### src/reset_ctrl_pkg.sv
// Purpose: shared constants and types of the bidirectional reset control block
// Assumes: 50 MHz aclk, AXI4-Lite register access with 32-bit data
// Notes:   every offset, field position, reset value and timing count lives here
package reset_ctrl_pkg;

  // clock and pin timing
  localparam int CLK_PERIOD_NS   = 20;
  localparam int RECOG_PULSE_NS  = 100;
  localparam int SPIKE_PULSE_NS  = 10;
  // least times round up to whole cycles, never below one
  localparam int RECOG_CYCLES    = (RECOG_PULSE_NS + CLK_PERIOD_NS - 1) / CLK_PERIOD_NS;
  localparam int SPIKE_CYCLES_RAW = (SPIKE_PULSE_NS + CLK_PERIOD_NS - 1) / CLK_PERIOD_NS;
  localparam int SPIKE_CYCLES    = (SPIKE_CYCLES_RAW < 1) ? 1 : SPIKE_CYCLES_RAW;
  localparam int FILTER_CYCLES   = (RECOG_CYCLES > SPIKE_CYCLES) ? RECOG_CYCLES : SPIKE_CYCLES;
  localparam int FILTER_W        = 4;

  // internal reset sequence length
  localparam int SEQ_CYCLES_DEF  = 1024;
  localparam int SEQ_W           = 16;

  // register byte addresses
  localparam logic [7:0] ADDR_CONFIG  = 8'h00;
  localparam logic [7:0] ADDR_SOURCE  = 8'h04;
  localparam logic [7:0] ADDR_COMMAND = 8'h08;
  localparam logic [7:0] ADDR_STARTUP = 8'h0C;
  localparam logic [7:0] ADDR_STATUS  = 8'h10;
  localparam logic [7:0] ADDR_MASK    = 8'h14;

  // system_config_register fields
  localparam int CFG_ENABLE_BIT = 0;
  localparam int CFG_LOCKED_BIT = 1;
  // reset source flags
  localparam int SRC_LONG_HW_BIT  = 0;
  localparam int SRC_SHORT_HW_BIT = 1;
  localparam int SRC_SW_BIT       = 2;
  localparam int SRC_WDT_BIT      = 3;
  localparam int SRC_W            = 4;
  // command fields
  localparam int CMD_SW_RESET_BIT = 0;
  localparam int CMD_END_OF_INIT_INSTRUCTION_BIT    = 1;
  // startup register fields
  localparam int PORT_W             = 16;
  localparam int BOOT_STRAP_BIT     = 4;
  localparam int STARTUP_BOOT_BIT   = 16;
  // interrupt events
  localparam int EV_RESET_DONE_BIT = 0;
  localparam int EV_INIT_DONE_BIT  = 1;
  localparam int EV_WDT_BIT        = 2;
  localparam int EV_W              = 3;

  // reset values
  localparam logic [EV_W-1:0]   MASK_RESET   = 3'h0;
  localparam logic [SRC_W-1:0]  SRC_RESET    = 4'h1;
  localparam logic [PORT_W-1:0] PORT_RESET   = 16'h0000;

  // AXI responses
  localparam logic [1:0] RESP_OKAY   = 2'h0;
  localparam logic [1:0] RESP_SLVERR = 2'h2;

  typedef enum logic [1:0] {
    ST_SEQUENCE,
    ST_RELEASE,
    ST_INIT,
    ST_RUN
  } seq_state_type;

endpackage

### src/reset_pin_filter.sv
// Purpose: spike filter on the sampled reset pin level
// Assumes: pin level already synchronous to aclk
// Notes:   low must persist FILTER_LEN samples before it counts; high is taken at once
`timescale 1ns/1ps
`default_nettype none
module reset_pin_filter #(
  parameter int FILTER_LEN = reset_ctrl_pkg::FILTER_CYCLES
) (
  // clock and reset
  input  wire logic aclk,
  input  wire logic aresetn,
  // pin level and filtered result
  input  wire logic pin_level,
  output logic      pin_low
);
  import reset_ctrl_pkg::*;

  typedef struct packed {
    logic [FILTER_W-1:0] low_count;
    logic                pin_low;
  } filt_type;

  filt_type cur;
  filt_type next_cur;

  always_comb begin
    next_cur = cur;
    if (pin_level) begin
      next_cur.low_count = '0;
      next_cur.pin_low   = 1'b0;
    end else if (cur.low_count >= FILTER_W'(FILTER_LEN - 1)) begin
      next_cur.pin_low = 1'b1;
    end else begin
      next_cur.low_count = cur.low_count + FILTER_W'(1);
    end
  end

  // pin idles high through its pull-up, so reset to released
  always_ff @(posedge aclk) begin
    if (!aresetn) begin
      cur <= '0;
    end else begin
      cur <= next_cur;
    end
  end

  assign pin_low = cur.pin_low;

endmodule
`default_nettype wire

### src/bidir_reset_control.sv
// Purpose: reset sequencer with optional bidirectional reset pin
// Assumes: pins sampled synchronously to aclk, open-drain partner on the reset line
// Notes:   registers reached over AXI4-Lite; one level interrupt from sticky events
//
// How it works
// - enable bit frozen after end of init
// - every reset clears the enable bit
// - bidir mode reports long hardware reset
// - bidir mode samples startup port always
// - bidir mode boots when strap low
// - short hardware reset stretched to sequence
// - bidir mode pulls pin low during whole sequence
// - enable bit lives in config register
// - indication low until end of init
// - filter spikes, recognise long pulses
`timescale 1ns/1ps
`default_nettype none
module bidir_reset_control #(
  parameter int SEQ_CYCLES = reset_ctrl_pkg::SEQ_CYCLES_DEF
) (
  // clock and reset
  input  wire logic                        aclk,
  input  wire logic                        aresetn,
  // AXI4-Lite write address
  input  wire logic                        s_axi_awvalid,
  output logic                             s_axi_awready,
  input  wire logic [7:0]                  s_axi_awaddr,
  // AXI4-Lite write data
  input  wire logic                        s_axi_wvalid,
  output logic                             s_axi_wready,
  input  wire logic [31:0]                 s_axi_wdata,
  input  wire logic [3:0]                  s_axi_wstrb,
  // AXI4-Lite write response
  output logic                             s_axi_bvalid,
  input  wire logic                        s_axi_bready,
  output logic [1:0]                       s_axi_bresp,
  // AXI4-Lite read address
  input  wire logic                        s_axi_arvalid,
  output logic                             s_axi_arready,
  input  wire logic [7:0]                  s_axi_araddr,
  // AXI4-Lite read data
  output logic                             s_axi_rvalid,
  input  wire logic                        s_axi_rready,
  output logic [31:0]                      s_axi_rdata,
  output logic [1:0]                       s_axi_rresp,
  // reset pin, open drain
  input  wire logic                        reset_input_pin_in,
  output logic                             reset_input_pin_out,
  output logic                             reset_input_pin_oe,
  // reset indication and core reset
  output logic                             reset_indication_output_n,
  output logic                             core_reset_n,
  // startup configuration
  input  wire logic [reset_ctrl_pkg::PORT_W-1:0] startup_config_port,
  output logic                             bootstrap_mode,
  // watchdog request and interrupt
  input  wire logic                        wdt_reset_req,
  output logic                             irq
);
  import reset_ctrl_pkg::*;

  typedef struct packed {
    seq_state_type    state;
    logic [SEQ_W-1:0] seq_count;
    logic             bidir_reset_enable;
    logic             init_locked;
    logic             bidir_active;
    logic             cause_hw;
    logic             cause_sw;
    logic             cause_wdt;
    logic             hw_long;
    logic [SRC_W-1:0] source_flags;
    logic [PORT_W-1:0] startup_config;
    logic             bootstrap_mode;
    logic [EV_W-1:0]  irq_status;
    logic [EV_W-1:0]  irq_mask;
    logic             irq;
    logic             pin_drive;
    logic             core_reset_n;
    logic             reset_indication_n;
    logic             aw_held;
    logic [7:0]       aw_addr;
    logic             w_held;
    logic [31:0]      w_data;
    logic [3:0]       w_strb;
    logic             awready;
    logic             wready;
    logic             bvalid;
    logic [1:0]       bresp;
    logic             arready;
    logic             rvalid;
    logic [1:0]       rresp;
    logic [31:0]      rdata;
  } ctrl_type;

  localparam logic [SEQ_W-1:0] SEQ_LAST = SEQ_W'(SEQ_CYCLES - 1);

  ctrl_type cur;
  ctrl_type next_cur;
  logic     pin_low;

  reset_pin_filter #(
    .FILTER_LEN (FILTER_CYCLES)
  ) u_filter (
    .aclk      (aclk),
    .aresetn   (aresetn),
    .pin_level (reset_input_pin_in),
    .pin_low   (pin_low)
  );

  // sequencer, register file and bus slave in one next-state process
  always_comb begin
    logic            do_write;
    logic            wr_lane0;
    logic            sw_req;
    logic            end_of_init_instruction_req;
    logic            hw_req;
    logic            trigger;
    logic [EV_W-1:0] ev_set;
    logic [EV_W-1:0] ev_clr;
    do_write  = 1'b0;
    wr_lane0  = 1'b0;
    sw_req    = 1'b0;
    end_of_init_instruction_req = 1'b0;
    hw_req    = 1'b0;
    trigger   = 1'b0;
    ev_set    = '0;
    ev_clr    = '0;
    next_cur  = cur;

    // address and data are taken independently, in either order
    if (s_axi_awvalid && cur.awready) begin
      next_cur.aw_held = 1'b1;
      next_cur.aw_addr = s_axi_awaddr;
    end
    if (s_axi_wvalid && cur.wready) begin
      next_cur.w_held = 1'b1;
      next_cur.w_data = s_axi_wdata;
      next_cur.w_strb = s_axi_wstrb;
    end
    if (cur.bvalid && s_axi_bready) begin
      next_cur.bvalid = 1'b0;
    end

    // the write acts one cycle after both halves are held
    if (cur.aw_held && cur.w_held && !cur.bvalid) begin
      do_write         = 1'b1;
      wr_lane0         = cur.w_strb[0];
      next_cur.aw_held = 1'b0;
      next_cur.w_held  = 1'b0;
      next_cur.bvalid  = 1'b1;
      next_cur.bresp   = RESP_OKAY;
      case (cur.aw_addr)
        ADDR_CONFIG: begin
          if (wr_lane0 && !cur.init_locked) begin
            next_cur.bidir_reset_enable = cur.w_data[CFG_ENABLE_BIT];
          end
        end
        ADDR_COMMAND: begin
          sw_req    = wr_lane0 && cur.w_data[CMD_SW_RESET_BIT];
          end_of_init_instruction_req = wr_lane0 && cur.w_data[CMD_END_OF_INIT_INSTRUCTION_BIT];
        end
        ADDR_STATUS: begin
          if (wr_lane0) begin
            ev_clr = cur.w_data[EV_W-1:0];
          end
        end
        ADDR_MASK: begin
          if (wr_lane0) begin
            next_cur.irq_mask = cur.w_data[EV_W-1:0];
          end
        end
        ADDR_SOURCE, ADDR_STARTUP: begin
          next_cur.bresp = RESP_OKAY;  // read-only, write ignored
        end
        default: begin
          next_cur.bresp = RESP_SLVERR;
        end
      endcase
    end

    // read answers one cycle after the address is taken
    if (cur.rvalid && s_axi_rready) begin
      next_cur.rvalid = 1'b0;
    end
    if (s_axi_arvalid && cur.arready) begin
      next_cur.rvalid = 1'b1;
      next_cur.rresp  = RESP_OKAY;
      next_cur.rdata  = '0;
      case (s_axi_araddr)
        ADDR_CONFIG: begin
          next_cur.rdata[CFG_ENABLE_BIT] = cur.bidir_reset_enable;
          next_cur.rdata[CFG_LOCKED_BIT] = cur.init_locked;
        end
        ADDR_SOURCE:  next_cur.rdata[SRC_W-1:0] = cur.source_flags;
        ADDR_COMMAND: next_cur.rdata = '0;
        ADDR_STARTUP: begin
          next_cur.rdata[PORT_W-1:0]      = cur.startup_config;
          next_cur.rdata[STARTUP_BOOT_BIT] = cur.bootstrap_mode;
        end
        ADDR_STATUS:  next_cur.rdata[EV_W-1:0] = cur.irq_status;
        ADDR_MASK:    next_cur.rdata[EV_W-1:0] = cur.irq_mask;
        default: begin
          next_cur.rresp = RESP_SLVERR;
        end
      endcase
    end

    // reset requests are only taken outside a running sequence
    hw_req  = pin_low;
    trigger = (cur.state == ST_INIT || cur.state == ST_RUN) &&
              (hw_req || sw_req || wdt_reset_req);

    case (cur.state)
      ST_SEQUENCE: begin
        if (cur.seq_count >= SEQ_LAST) begin
          next_cur.pin_drive = 1'b0;
          next_cur.hw_long   = cur.cause_hw && (pin_low || cur.hw_long);
          next_cur.state     = ST_RELEASE;
        end else begin
          next_cur.seq_count = cur.seq_count + SEQ_W'(1);
          // without our own drive, a pin still low marks a long pulse
          if (cur.cause_hw && !cur.bidir_active && pin_low) begin
            next_cur.hw_long = 1'b1;
          end
        end
      end
      ST_RELEASE: begin
        // an outside supervisor still holding the line extends the reset
        if (!pin_low && !cur.pin_drive) begin
          next_cur.state        = ST_INIT;
          next_cur.core_reset_n = 1'b1;
          ev_set[EV_RESET_DONE_BIT] = 1'b1;
          next_cur.source_flags = '0;
          if (cur.bidir_active) begin
            next_cur.source_flags[SRC_LONG_HW_BIT] = 1'b1;
          end else begin
            next_cur.source_flags[SRC_LONG_HW_BIT]  = cur.cause_hw && cur.hw_long;
            next_cur.source_flags[SRC_SHORT_HW_BIT] = cur.cause_hw && !cur.hw_long;
            next_cur.source_flags[SRC_SW_BIT]       = cur.cause_sw;
            next_cur.source_flags[SRC_WDT_BIT]      = cur.cause_wdt;
          end
          if (cur.bidir_active || cur.cause_hw) begin
            next_cur.startup_config = startup_config_port;
            next_cur.bootstrap_mode = !startup_config_port[BOOT_STRAP_BIT];
          end else begin
            next_cur.bootstrap_mode = 1'b0;
          end
        end
      end
      ST_INIT: begin
        if (end_of_init_instruction_req && !trigger) begin
          next_cur.state              = ST_RUN;
          next_cur.reset_indication_n = 1'b1;
          next_cur.init_locked        = 1'b1;
          ev_set[EV_INIT_DONE_BIT]    = 1'b1;
        end
      end
      ST_RUN: begin
        next_cur.state = ST_RUN;
      end
      default: begin
        next_cur.state = ST_SEQUENCE;
      end
    endcase

    // a reset request overrides a config write in the same cycle
    if (trigger) begin
      next_cur.state        = ST_SEQUENCE;
      next_cur.seq_count    = '0;
      next_cur.bidir_active = cur.bidir_reset_enable;
      next_cur.pin_drive    = cur.bidir_reset_enable;
      next_cur.bidir_reset_enable = 1'b0;
      next_cur.init_locked  = 1'b0;
      next_cur.cause_hw     = hw_req;
      next_cur.cause_sw     = !hw_req && sw_req;
      next_cur.cause_wdt    = !hw_req && !sw_req && wdt_reset_req;
      next_cur.hw_long      = 1'b0;
      next_cur.core_reset_n = 1'b0;
      next_cur.reset_indication_n = 1'b0;
      ev_set[EV_WDT_BIT]    = !hw_req && !sw_req && wdt_reset_req;
    end

    // set wins over a write-one clear in the same cycle
    next_cur.irq_status = (cur.irq_status & ~ev_clr) | ev_set;
    next_cur.irq        = |(next_cur.irq_status & next_cur.irq_mask);

    // ready flags are registered so every output but the tied-low pin out leaves a flip-flop
    next_cur.awready = !next_cur.aw_held && !next_cur.bvalid;
    next_cur.wready  = !next_cur.w_held && !next_cur.bvalid;
    next_cur.arready = !next_cur.rvalid;
  end

  // bus reset starts a power-on style hardware reset sequence
  always_ff @(posedge aclk) begin
    if (!aresetn) begin
      cur                    <= '0;
      cur.state              <= ST_SEQUENCE;
      cur.cause_hw           <= 1'b1;
      cur.hw_long            <= 1'b1;
      cur.source_flags       <= SRC_RESET;
      cur.startup_config     <= PORT_RESET;
      cur.irq_mask           <= MASK_RESET;
      cur.bresp              <= RESP_OKAY;
      cur.rresp              <= RESP_OKAY;
    end else begin
      cur <= next_cur;
    end
  end

  // outputs straight from the state register, except the tied-low pin out
  assign s_axi_awready             = cur.awready;
  assign s_axi_wready              = cur.wready;
  assign s_axi_bvalid              = cur.bvalid;
  assign s_axi_bresp               = cur.bresp;
  assign s_axi_arready             = cur.arready;
  assign s_axi_rvalid              = cur.rvalid;
  assign s_axi_rdata               = cur.rdata;
  assign s_axi_rresp               = cur.rresp;
  assign reset_input_pin_out       = 1'b0;  // open drain: only ever pulls low
  assign reset_input_pin_oe        = cur.pin_drive;
  assign reset_indication_output_n = cur.reset_indication_n;
  assign core_reset_n              = cur.core_reset_n;
  assign bootstrap_mode            = cur.bootstrap_mode;
  assign irq                       = cur.irq;

endmodule
`default_nettype wire

### config.mk
export PLATFORM = sky130hd
export DESIGN_NAME = bidir_reset_control
export DESIGN_NICKNAME = d
export VERILOG_FILES = /design/src/reset_ctrl_pkg.sv /design/src/reset_pin_filter.sv /design/src/bidir_reset_control.sv
export SDC_FILE = /design/constraint.sdc
export NUM_CORES = 1
export LEC_CHECK = 0
export BUFFER_PORTS_ARGS = -buffer_cell sky130_fd_sc_hd__clkbuf_2
export CAP_MARGIN = 30
export CORE_MARGIN = 3
export CORE_UTILIZATION = 44
export CTS_BUF_LIST = sky130_fd_sc_hd__clkbuf_16
export CTS_CLUSTER_DIAMETER = 120
export DETAILED_ROUTE_END_ITERATION = 8
export PLACE_DENSITY_LB_ADDON = 0.15
export SYNTH_ARGS = -nofsm -noshare
export SYNTH_HDL_FRONTEND = slang
export SYNTH_SLANG_ARGS = --single-unit
### constraint.sdc
create_clock -name aclk -period 3 [get_ports aclk]
set_clock_uncertainty 0.2 [all_clocks]
set_input_delay 0.9 -clock aclk [delete_from_list [all_inputs] [get_ports aclk]]
set_output_delay 0.9 -clock aclk [all_outputs]
set_load 0.02 [all_outputs]
### Yosys cells after proc, flatten, opt, wreduce, memory -nomap -nowiden

Index checks and enable logic that the tools add are counted.

| cells by class | value |
|---|---|
| $add $sub $neg | 2 |
| bitwise logic cells | 6 |
| reductions and logical operators | 60 |
| $lt $le $gt $ge | 2 |
| mux-type cells | 47 |
| eq/ne operators | 16 |

Operator list:

| operator | number |
|---|---|
| 2-to-1 mux 37 bit | 1 |
| 2-to-1 mux 35 bit | 1 |
| == test 8 x 4 -> 1 bit (second input constant) | 4 |
| == test 8 x 5 -> 1 bit (second input constant) | 4 |
| 2-to-1 mux 3 bit | 9 |
| 2-to-1 mux 1 bit | 25 |
| logical AND 1 bit | 23 |
| adder 16 x 1 -> 16 bit (second input constant) | 1 |
| == test 8 x 3 -> 1 bit (second input constant) | 2 |
| greater-or-equal comparator 16 x 10 -> 1 bit (second input constant) | 1 |
| zero test 8 bit | 2 |
| zero test 1 bit | 13 |
| 2-to-1 mux 13 bit | 1 |
| OR reduction 6 bit | 2 |
| 2-to-1 mux 2 bit | 5 |
| case mux 2 bit (5 select lines) | 1 |
| AND reduction 2 bit | 5 |
| 2-to-1 mux 9 bit | 1 |
| AND reduction 3 bit | 3 |
| case mux 2 bit (4 select lines) | 1 |
| bitwise AND 3 bit | 2 |
| logical OR 1 bit | 5 |
| adder 4 x 1 -> 4 bit (second input constant) | 1 |
| == test 2 bit (second input constant) | 2 |
| 14 further kinds | 18 |

| storage, ports and cells | value |
|---|---|
| logic and storage cells | 165 |
| register bits | 132 |

### Logic depth before layout (Yosys ltp)

Gate-level depths: netlist (run 1).

| depth | value |
|---|---|
| depth in word-level cells | 13 |
| gate-level depth with buffers | 8 |
| mapped depth without buffers | 7 |

### By module

From an unflattened synthesis (run 1), not the netlist that was laid out.

| unflattened totals | value |
|---|---|
| cell total of the unflattened synthesis | 484 |
| area, all modules | 4210.3 um^2 |

By module, submodules not included:

| module | sequential area each (um^2) | area an instance (um^2) | cells each | instances |
|---|---|---|---|---|
| bidir_reset_control | 1861.8 | 4025.1 | 464 | 1 |
| reset_pin_filter | 100.1 | 185.2 | 20 | 1 |

### Least setup slack after synthesis (run 1)

No wires, ideal clock.

| timing | value |
|---|---|
| path kind | input port to flip-flop |
| start point | input s_axi_araddr[0] |
| end point | register cur (netlist bit s_axi_rdata[10]) |
| setup time | 65 ps |
| path buffers | 1 |
| data required time | 2735 ps |
| data arrival time | 2282 ps |
| cell stages on the path | 7 |
| setup slack | 453 ps |
| cell sequence | or4_1 -> nor2_1 -> and3_1 -> and2_2 -> buf_4 -> a22oi_1 -> nor2b_1 |

| between the ends | value |
|---|---|
| word-level cells in the longest chain between the ends | 2 |

RTL lines:

| element | RTL line | RTL |
|---|---|---|
| from (decl) | bidir_reset_control.sv:40 | `input wire logic [7:0] s_axi_araddr,` |
| == test 8 x 4 -> 1 bit | bidir_reset_control.sv:190 | `case (s_axi_araddr)` |
| 2-to-1 mux 13 bit | bidir_reset_control.sv:190 |  |
| to (signal assigned) | bidir_reset_control.sv:307 | `cur <= next_cur;` |
| to (decl) | bidir_reset_control.sv:98 | `ctrl_type cur;` |

Every way passes these cells.
A chain may end at the register's enable or synchronous reset.

### Worst setup path in the final report (run 1)

| timing | value |
|---|---|
| start point | input s_axi_araddr[0] |
| end point | register cur (netlist bit s_axi_rdata[5]) |

Same word-level chain as after synthesis.

==> results of run 1 <==
[worst register-to-register path, stage by stage, from the launching register on]
cell and delay (ns):
dfxtp_1 0.31, or4_4 0.58, nor4_2 0.34, and2_4 0.22, o31ai_4 0.12, nand2_4 0.23
o22ai_1 0.13
[placed cells by master, fill, tap and decap left out, types with 3 or more instances in the layout]
cell type and instances:
a21boi_0 33, a21oi_1 11, a22oi_1 15, and2_1 3, and3_1 13, buf_4 7
clkbuf_16 9, clkbuf_2 73, conb_1 18, dfxtp_1 98, inv_1 3, mux2i_1 7
nand2_1 75, nand2b_1 3, nand3_1 11, nand3b_1 3, nand4_1 5, nor2_1 37
nor2b_1 24, nor3_1 5, nor4_1 3, o21ai_0 11, xnor2_1 3, xor2_1 7
[power by group through the flow]
stage | combinational [mW] | sequential, mW | clock (mW)
final | 0.159 | 1.34 | 1.11
after floorplan | 0.122 | 1.37 | 0
after global routing | 0.178 | 1.35 | 1.21
after CTS | 0.161 | 1.34 | 1.15
after global placement | 0.159 | 1.37 | 0
after detailed placement | 0.161 | 1.37 | 0
[path summary, 6_finish.rpt]
path / to / slack [ns] / cells after the start / start
max: s_axi_rdata[5]$_SDFFE_PN0P_ / 0.65 / 7 / s_axi_araddr[0]
min: cur[103]$_SDFFE_PN0P_ / 0.26 / 2 / cur[103]$_SDFFE_PN0P_
max reg2reg: reset_input_pin_oe$_SDFFE_PN0P_ / 0.72 / 6 / cur[79]$_SDFFE_PN0P_
min reg2reg: cur[103]$_SDFFE_PN0P_ / 0.26 / 2 / cur[103]$_SDFFE_PN0P_
[routing by layer]
layer | part of all wire, % | up-vias | GRT usage, %
li1 | - | 1657 | -
met4 | 1.1 | 0 | 5.51
met5 | 0 | - | 0
met3 | 4.0 | 9 | 2.86
met1 | 47 | 1451 | 20.7
met2 | 48 | 62 | 26.0
[area by class of cell]
cell class | instances | area, um^2
fill | 916 | 4520
timing repair buffer | 80 | 418
clock buffer | 9 | 225
multi-input combinational | 326 | 1920
tap | 129 | 161
sequential | 98 | 1960
inverter | 3 | 11.3
clock inverter | 7 | 68.8
[stage by stage]
step / std cells / power, mW / hold slack (ns)
global route: 652 / 2.73 / 0.279
CTS: 652 / 2.65 / 0.267
finish: 652 / 2.61 / 0.264
global placement: 636 / 1.53 / 0.250
floorplan: 486 / 1.50 / 0.238
detailed placement: 636 / 1.53 / 0.256
[cells by family after synthesis]
logic type               Yosys count  share of synthesized area, %
AND/OR/NAND/NOR                  199                          23.6
other                              1                        0.0890
multiplexers                      10                          3.00
XOR/XNOR                          10                          2.08
AO/OA/AOI/OAI                     87                          14.7
adder cells (fa/ha/maj)            2                         0.594
buffers and inverters             62                          9.36
flip-flops                        98                          46.6
==> impl_metrics.yaml, run 1 <==
floorplanning:
  die_w_um: 104
  io_pins: 124
  die-area_um2: 10800
  initial_core_util_pct: 45.4
  die_y_um: 104
  rows: 35
  core-area_um2: 9280
timing:
  setup_viol: 0
  tightestPinTransition_ns: 0.598
  min_period_over_period_pct: 78.5
  slew_viol_final: 0
  tns_ns: 0
  hold_viol: 0
  setup_slack_ns: 0.646
  fin_crit_ns: 2.35
  grt_setup_unrepaired: "no"
  max_slew_margin_pct: 60.2
  max_freq_mhz: 425
cells_and_area:
  area_growth_pct: 13.2
  drive_above_1_share_pct: 21.0
  fin_nets: 597
  top_register: "cur"
  post-route-util_pct: 51.3
  antenna_cells: 0
  final_area_um2: 4770
  largest_register_ffs: 64
power_and_ir_drop:
  leakage_nw: 1.96
  p_clk_share_pct: 42.5
  power.density_nw_per_um2: 548
  power.share.sequential_pct: 51.4
  p_sw_share_pct: 24.6
  ir_drop_mv: 0.286
  p_sw_mw: 0.643
  internal_power_mw: 1.97
  pwr-share-comb_pct: 6.1
logic_synthesis:
  synth_seq_cells: 98
  synth_area_leader_cell: "dfxtp_1"
  netlist.area_leader.share_pct: 46.6
  synth_async_sr_flop_share_pct: 0
  ys.warnings.count: 0
  seq_area_frac_synth_pct: 46.6
  syn_avg_cell_area_um2: 8.98
  synth_edf_count: 0
  ys.flop_type: "dfxtp_1"
  ys_top_cells_by_area: "dfxtp_1 (47%), buf_4 (6.8%), nand2_1 (6.7%)"
  postSynthCellCount: 469
  synth_commonest_cells: "dfxtp_1 (98), nand2_1 (75), buf_4 (38), nor2_1 (37), a21boi_0 (33)"
  synth_most_common_cell: "dfxtp_1"
  syn_area_um2: 4210
  synthDistinctLibCells: 57
cts:
  postCtsResizedCells: 0
  clock_sinks: 98
  cts-root-buf: "clkbuf_16"
  clkSlewWorstSetupHoldPaths_ns: 0.07
  cts_tree: "built"
  clockBufferDepth: 2
  postCtsSetupBuffers: 0
  worstSkewPairLatency_ns: 0.34
  cts_hold_buffers: 0
  htreeDepth: 3
  cts_made_buffers: 9
grt:
  antenna_found_initial: 0
  track_usage_pct: 15.7
  grt_pass1_vias: 3049
  grt_pass1_wl_um: 14200
  grt_start_max_net_pins: 36
  gr-total-overflow: 0
run_status:
  status: "finished clean"
critical_path:
  arrival_ns: 2.43
  crit_family: "simple AND/OR/NAND/NOR gates"
  crit_path_max_incr_delay_ns: 0.54
  slowest_stage: "or4_1"
  path_max_fanout: 13
  start_kind: "input pin"
  crit_buf_inv: 1
  crit_type: "input pin to flop"
  crit_chain: "clkbuf_2 > or4_1 > nor2_1 > and3_1 > and2_2 > a22oi_1 > nor2b_1"
  end_kind: "flop"
  cp.required_ns: 3.08
route:
  postRouteAntennaNets: 0
  vias: 3179
  wl_per_cell_um: 12.7
  drt-pass1-iter-count: 5
  drt_wl_total_um: 8280
  drtIter0Drc: 114
  drc: 0
  vias_per_cell: 4.88
place:
  dpl_cell_area_um2: 4470
  pre_cts_ws_ns: 0.286
  io_buffers: 73
  gp_congestion: 0.769
  hpwl_um: 5920
min_path:
  hold_path.class: "flop to flop"
job:
  maxCapViolCount: 0
No activity file was read; power rests on OpenSTA's default activity.
==> run 2, diff against run 1 <==
Settings changed: ABC_AREA from default to 1.
Clock period 3 ns to 2.25 ns, I/O delays scaled along.
==> run 2 against run 1 <==
First-iteration DRC count grew 25%. Non-clock buffer count is the same. Clock power grew 26%. Combinational power grew 92%. Worst hold slack lost 0.030 ns. Area after synthesis grew 5.1%. Die area grew 4.8%. Clock-buffer cell count is the same. Sequential power grew 36%. Largest cell class unchanged.
==> impl_metrics.yaml, run 2 <==
floorplanning:
  die_y_um: 106
  rows: 35
  core-area_um2: 9500
  io_pins: 124
  die_w_um: 106
  die-area_um2: 11300
  initial_core_util_pct: 46.6
timing:
  setup_viol: 0
  fin_crit_ns: 1.75
  tns_ns: 0
  slew_viol_final: 0
  hold_ws_ns: 0.234
  grt_setup_unrepaired: "no"
  min_period_over_period_pct: 78.0
  hold_viol: 0
  tightestPinTransition_ns: 0.537
  max_slew_margin_pct: 64.1
  max_freq_mhz: 570
route:
  drt_wl_total_um: 9280
  vias: 3752
  drtIter0Drc: 143
  drt-pass1-iter-count: 4
  drc: 0
  wl_per_cell_um: 11.8
  postRouteAntennaNets: 0
  vias_per_cell: 4.76
logic_synthesis:
  synth_most_common_cell: "nand2_1"
  yosys.area_share.simple_pct: 28.1
  synthDistinctLibCells: 38
  synth_area_leader_cell: "dfxtp_1"
  synth-xor-area-share_pct: 0.593
  ys.warnings.count: 0
  seq_area_frac_synth_pct: 44.3
  ys.flop_type: "dfxtp_1"
  syn_area_um2: 4430
  synth_edf_count: 0
  synth_top_family_by_area: "simple AND/OR/NAND/NOR gates"
  muxShareOfSynthArea_pct: 0
  netlist.area_leader.share_pct: 44.3
  synth_adder_area_share_pct: 0.565
  synth_async_sr_flop_share_pct: 0
  ys_top_cells_by_area: "dfxtp_1 (44%), nand2_1 (12%), a21oi_1 (7.6%)"
  synth_commonest_cells: "nand2_1 (139), dfxtp_1 (98), nor2_1 (76), a21oi_1 (67), inv_1 (54)"
  synth_seq_cells: 98
  syn_avg_cell_area_um2: 7.38
  postSynthCellCount: 600
  synth_compound_area_share_pct: 13.1
cts:
  cts_tree: "built"
  clockBufferDepth: 2
  worstSkewPairLatency_ns: 0.34
  postCtsResizedCells: 0
  clock_sinks: 98
  postCtsSetupBuffers: 0
  cts_made_buffers: 9
  cts_hold_buffers: 0
  cts-root-buf: "clkbuf_16"
  clkSlewWorstSetupHoldPaths_ns: 0.07
  htreeDepth: 3
place:
  gp_congestion: 0.831
  io_buffers: 73
  dpl_cell_area_um2: 4730
  hpwl_um: 6960
cells_and_area:
  largest_register_ffs: 64
  area_growth_pct: 12.9
  fillers: 987
  drive_above_1_share_pct: 18.6
  final_cell_mix: "nand2_1 (139), dfxtp_1 (98), nor2_1 (76), clkbuf_2 (73), a21oi_1 (67)"
  fin_nets: 734
  top_register: "cur"
  final_area_um2: 5000
  antenna_cells: 0
  final_common_cell: "nand2_1"
  post-route-util_pct: 52.6
critical_path:
  crit_family: "flip-flops"
  crit_buf_inv: 1
  end_kind: "output pin"
  ff2ff_path_depth: 9
  crit_path_max_incr_delay_ns: 0.36
  cp.required_ns: 1.37
  crit_type: "flop to output pin"
  crit_chain: "clkbuf_2"
  slowest_stage: "dfxtp_1"
  arrival_ns: 0.88
  path_max_fanout: 3
  path_depth: 1
  start_kind: "flop"
power_and_ir_drop:
  ir_drop_mv: 0.349
  power_mw: 3.53
  power.density_nw_per_um2: 705
  leakage_nw: 2.17
grt:
  use_met2_pct: 29.1
  grt_use_met3_pct: 3.58
  use_met1_pct: 21.2
  gr-total-overflow: 0
  antenna_found_initial: 0
  grt_start_max_net_pins: 31
  busiest_layer: "met2"
  grt_pass1_wl_um: 15700
  grt_pass1_vias: 3528
  track_usage_pct: 16.7
job:
  maxCapViolCount: 0
run_status:
  status: "finished clean"
min_path:
  hold_path.class: "flop to flop"
  worst_hold_path.num_cells: 2
-- run 2: cell type report --
cell class / count / area, um^2 / area share, %
multi-input combinational: 409 / 1940 / 38.9
sequential: 98 / 1960 / 39.2
clock inverter: 7 / 45.0 / 0.901
tap: 129 / 161 / 3.23
timing repair buffer: 80 / 443 / 8.86
clock buffer: 9 / 225 / 4.51
inverter: 57 / 219 / 4.38
-- run 2: cell families after synthesis --
family | after synthesis
buf+inv | 110
other cells | 1
flops | 98
fa+ha+maj | 2
compound gates | 110
xor+xnor | 3
simple gates | 276
-- run 2: layer usage --
metal	routed length, um	part of all wire, %
met1	4220	45
met5	0	0
met2	4620	50
met4	82	0.88
met3	360	3.9
-- run 2: path summary, 6_finish.rpt --
check,slack [ns],from,end
worst min register to register,0.23,cur[137]$_SDFFE_PP0P_,cur[137]$_SDFFE_PP0P_
worst min-delay path,0.23,cur[137]$_SDFFE_PP0P_,cur[137]$_SDFFE_PP0P_
worst max register to register,0.50,cur[125]$_SDFFE_PP0P_,cur[127]$_SDFFE_PP0P_
worst max-delay path,0.50,bootstrap_mode$_SDFFE_PN0P_,bootstrap_mode
-- run 2: worst min-delay path, cell delays in order, from the launching register on --
cell and delay [ns]:
dfxtp_1 0.31, inv_1 0.05, nor2_1 0.03
-- run 2: stage by stage --
step,setup WS (ns),cells
6_report,0.496,789
5_1_grt,0.361,789
2_1_floorplan,0.485,617
3_5_place_dp,0.220,773
3_3_place_gp,0.257,773
4_1_cts,0.474,789
-- run 2: report_power, final --
group	internal, mW	switching [mW]	total, mW
registers	1.79	0.0330	1.82
logic	0.105	0.201	0.306
clock network	0.748	0.653	1.40
==> run 3, diff against run 2 <==
Clock period 2.25 ns to 1.45 ns, I/O delays scaled along.
==> run 3 against run 2 <==
The flow now finishes with violations (negative setup slack). Global-route usage up 2.4 points. Flip-flop and latch count unchanged. Clock power up 76%. Setup slack worse by 0.62 ns. Wire length up 24%.
==> impl_metrics.yaml, run 3 (same netlist as run 2, synthesis figures left out) <==
run_status:
  status: "finished with violations"
  violations: "negative setup slack"
grt:
  antenna_found_initial: 0
  grt_pass1_vias: 4086
  grt_pass1_wl_um: 17700
  track_usage_pct: 19.2
  grt_start_max_net_pins: 30
  gr-total-overflow: 0
cells_and_area:
  drive_above_1_share_pct: 48.4
  final_cell_mix: "nand2_1 (95), buf_4 (68), nor2_1 (58), dfxtp_1 (57), inv_1 (46)"
  final_common_cell: "nand2_1"
  area_growth_pct: 49.4
  top_register: "cur"
  antenna_cells: 0
  post-route-util_pct: 69.6
  fillers: 776
  largest_register_ffs: 64
  fin_nets: 812
route:
  postRouteAntennaNets: 0
  drt-pass1-iter-count: 6
  vias_per_cell: 4.86
  drc: 0
  drt_wl_total_um: 11500
  vias: 4211
  drtIter0Drc: 170
  wl_per_cell_um: 13.3
floorplanning:
  rows: 35
  die_w_um: 106
  die_y_um: 106
  initial_core_util_pct: 46.6
  die-area_um2: 11300
  core-area_um2: 9500
  io_pins: 124
power_and_ir_drop:
  power_mw: 6.06
  leakage_nw: 2.90
  power.density_nw_per_um2: 916
  ir_drop_mv: 0.595
min_path:
  hold_path.class: "input pin to flop"
  hold_start: "startup_config_port[12]"
timing:
  setup_viol: 48
  fin_crit_ns: 1.58
  setup_slack_ns: -0.127
  max_freq_mhz: 634
  min_period_over_period_pct: 109
  hold_viol: 0
  grt_setup_unrepaired: "yes"
  slew_viol_final: 0
place:
  io_buffers: 73
  gp_congestion: 0.825
  hpwl_um: 7650
  pre_cts_ws_ns: -0.244
critical_path:
  path_max_fanout: 8
  cp.required_ns: 1.49
  start_kind: "flop"
  slowest_stage: "dfxtp_2"
  crit_chain: "nor2_4 > nand2_2 > nor2_4 > nand3_4 > nand2_8 > inv_6 > nand2_8 > buf_12 > a21oi_2"
  crit_type: "flop to flop"
  end_kind: "flop"
  crit_path_max_incr_delay_ns: 0.33
  reg2reg_from: "cur[84]$_SDFFE_PN0P_"
  crit_start: "cur[84]$_SDFFE_PN0P_"
  crit_buf_inv: 2
  arrival_ns: 1.62
  crit_family: "simple AND/OR/NAND/NOR gates"
cts:
  clock_sinks: 98
  htreeDepth: 3
  worstSkewPairLatency_ns: 0.35
  clockBufferDepth: 2
  cts_tree: "built"
  clkSlewWorstSetupHoldPaths_ns: 0.08
  cts_made_buffers: 9
  cts-root-buf: "clkbuf_16"
job:
  maxCapViolCount: 0
-- run 3: area by class of cell --
cell class                 instances  area, um^2  area share (%)
clock buffer                       9         225            3.40
timing repair inverter             2        12.5           0.189
sequential                        98        2020            30.5
multi-input combinational        409        2450            37.1
timing repair buffer             156        1420            21.5
inverter                          57         244            3.69
clock inverter                     7        81.3            1.23
tap                              129         161            2.44
-- run 3: power by group --
| group | total [mW] | switching (mW) | internal, mW |
|---|---|---|---|
| Sequential | 2.85 | 0.0689 | 2.78 |
| Clock | 2.47 | 1.10 | 1.37 |
| Combinational | 0.740 | 0.394 | 0.347 |
-- run 3: final timing paths --
| check | to | slack (ns) | depth (start not counted) |
|---|---|---|---|
| setup reg to reg | cur[142]$_SDFFE_PP0P_ | -0.13 | 9 |
| setup / recovery | cur[142]$_SDFFE_PP0P_ | -0.13 | 9 |
| hold reg to reg | cur[139]$_SDFFE_PP0P_ | 0.25 | 2 |
| hold / removal | cur[110]$_SDFFE_PN0P_ | 0.11 | 3 |
-- run 3: metrics by stage --
stage | std cells | TNS, ns | hold WS [ns] | area, um^2
3_5_place_dp | 842 | -6.83 | 0.230 | 5320
5_1_grt | 867 | -9.34 | 0.118 | 6620
3_3_place_gp | 842 | -5.86 | 0.214 | 5320
2_1_floorplan | 617 | -0.565 | 0.209 | 4550
4_1_cts | 860 | -2.62 | 0.105 | 6030
6_report | 867 | -3.76 | 0.110 | 6620
-- run 3: repair_timing --
item,in CTS,in global routing
gates cloned,1,2
resized for setup,123,170
hold buffers,0,0
buffers inserted,2,7
endpoints found under the setup margin,60,94
pin swaps,23,46
-- run 3: routing by layer --
layer | global-route usage (%) | vias up | wire length (um)
li1 | - | 2133 | -
met4 | 6.94 | 0 | 210
met1 | 23.6 | 1969 | 4940
met3 | 2.67 | 16 | 484
met2 | 34.0 | 93 | 5910
met5 | 0 | - | 0
-- run 3: worst register-to-register path, cell delays in order (launching register included) --
cell and delay, ns:
dfxtp_2 0.33, nor2_4 0.12, nand2_2 0.09, nor2_4 0.17
nand3_4 0.13, nand2_8 0.12, inv_6 0.05, nand2_8 0.08
buf_12 0.15, a21oi_2 0.04
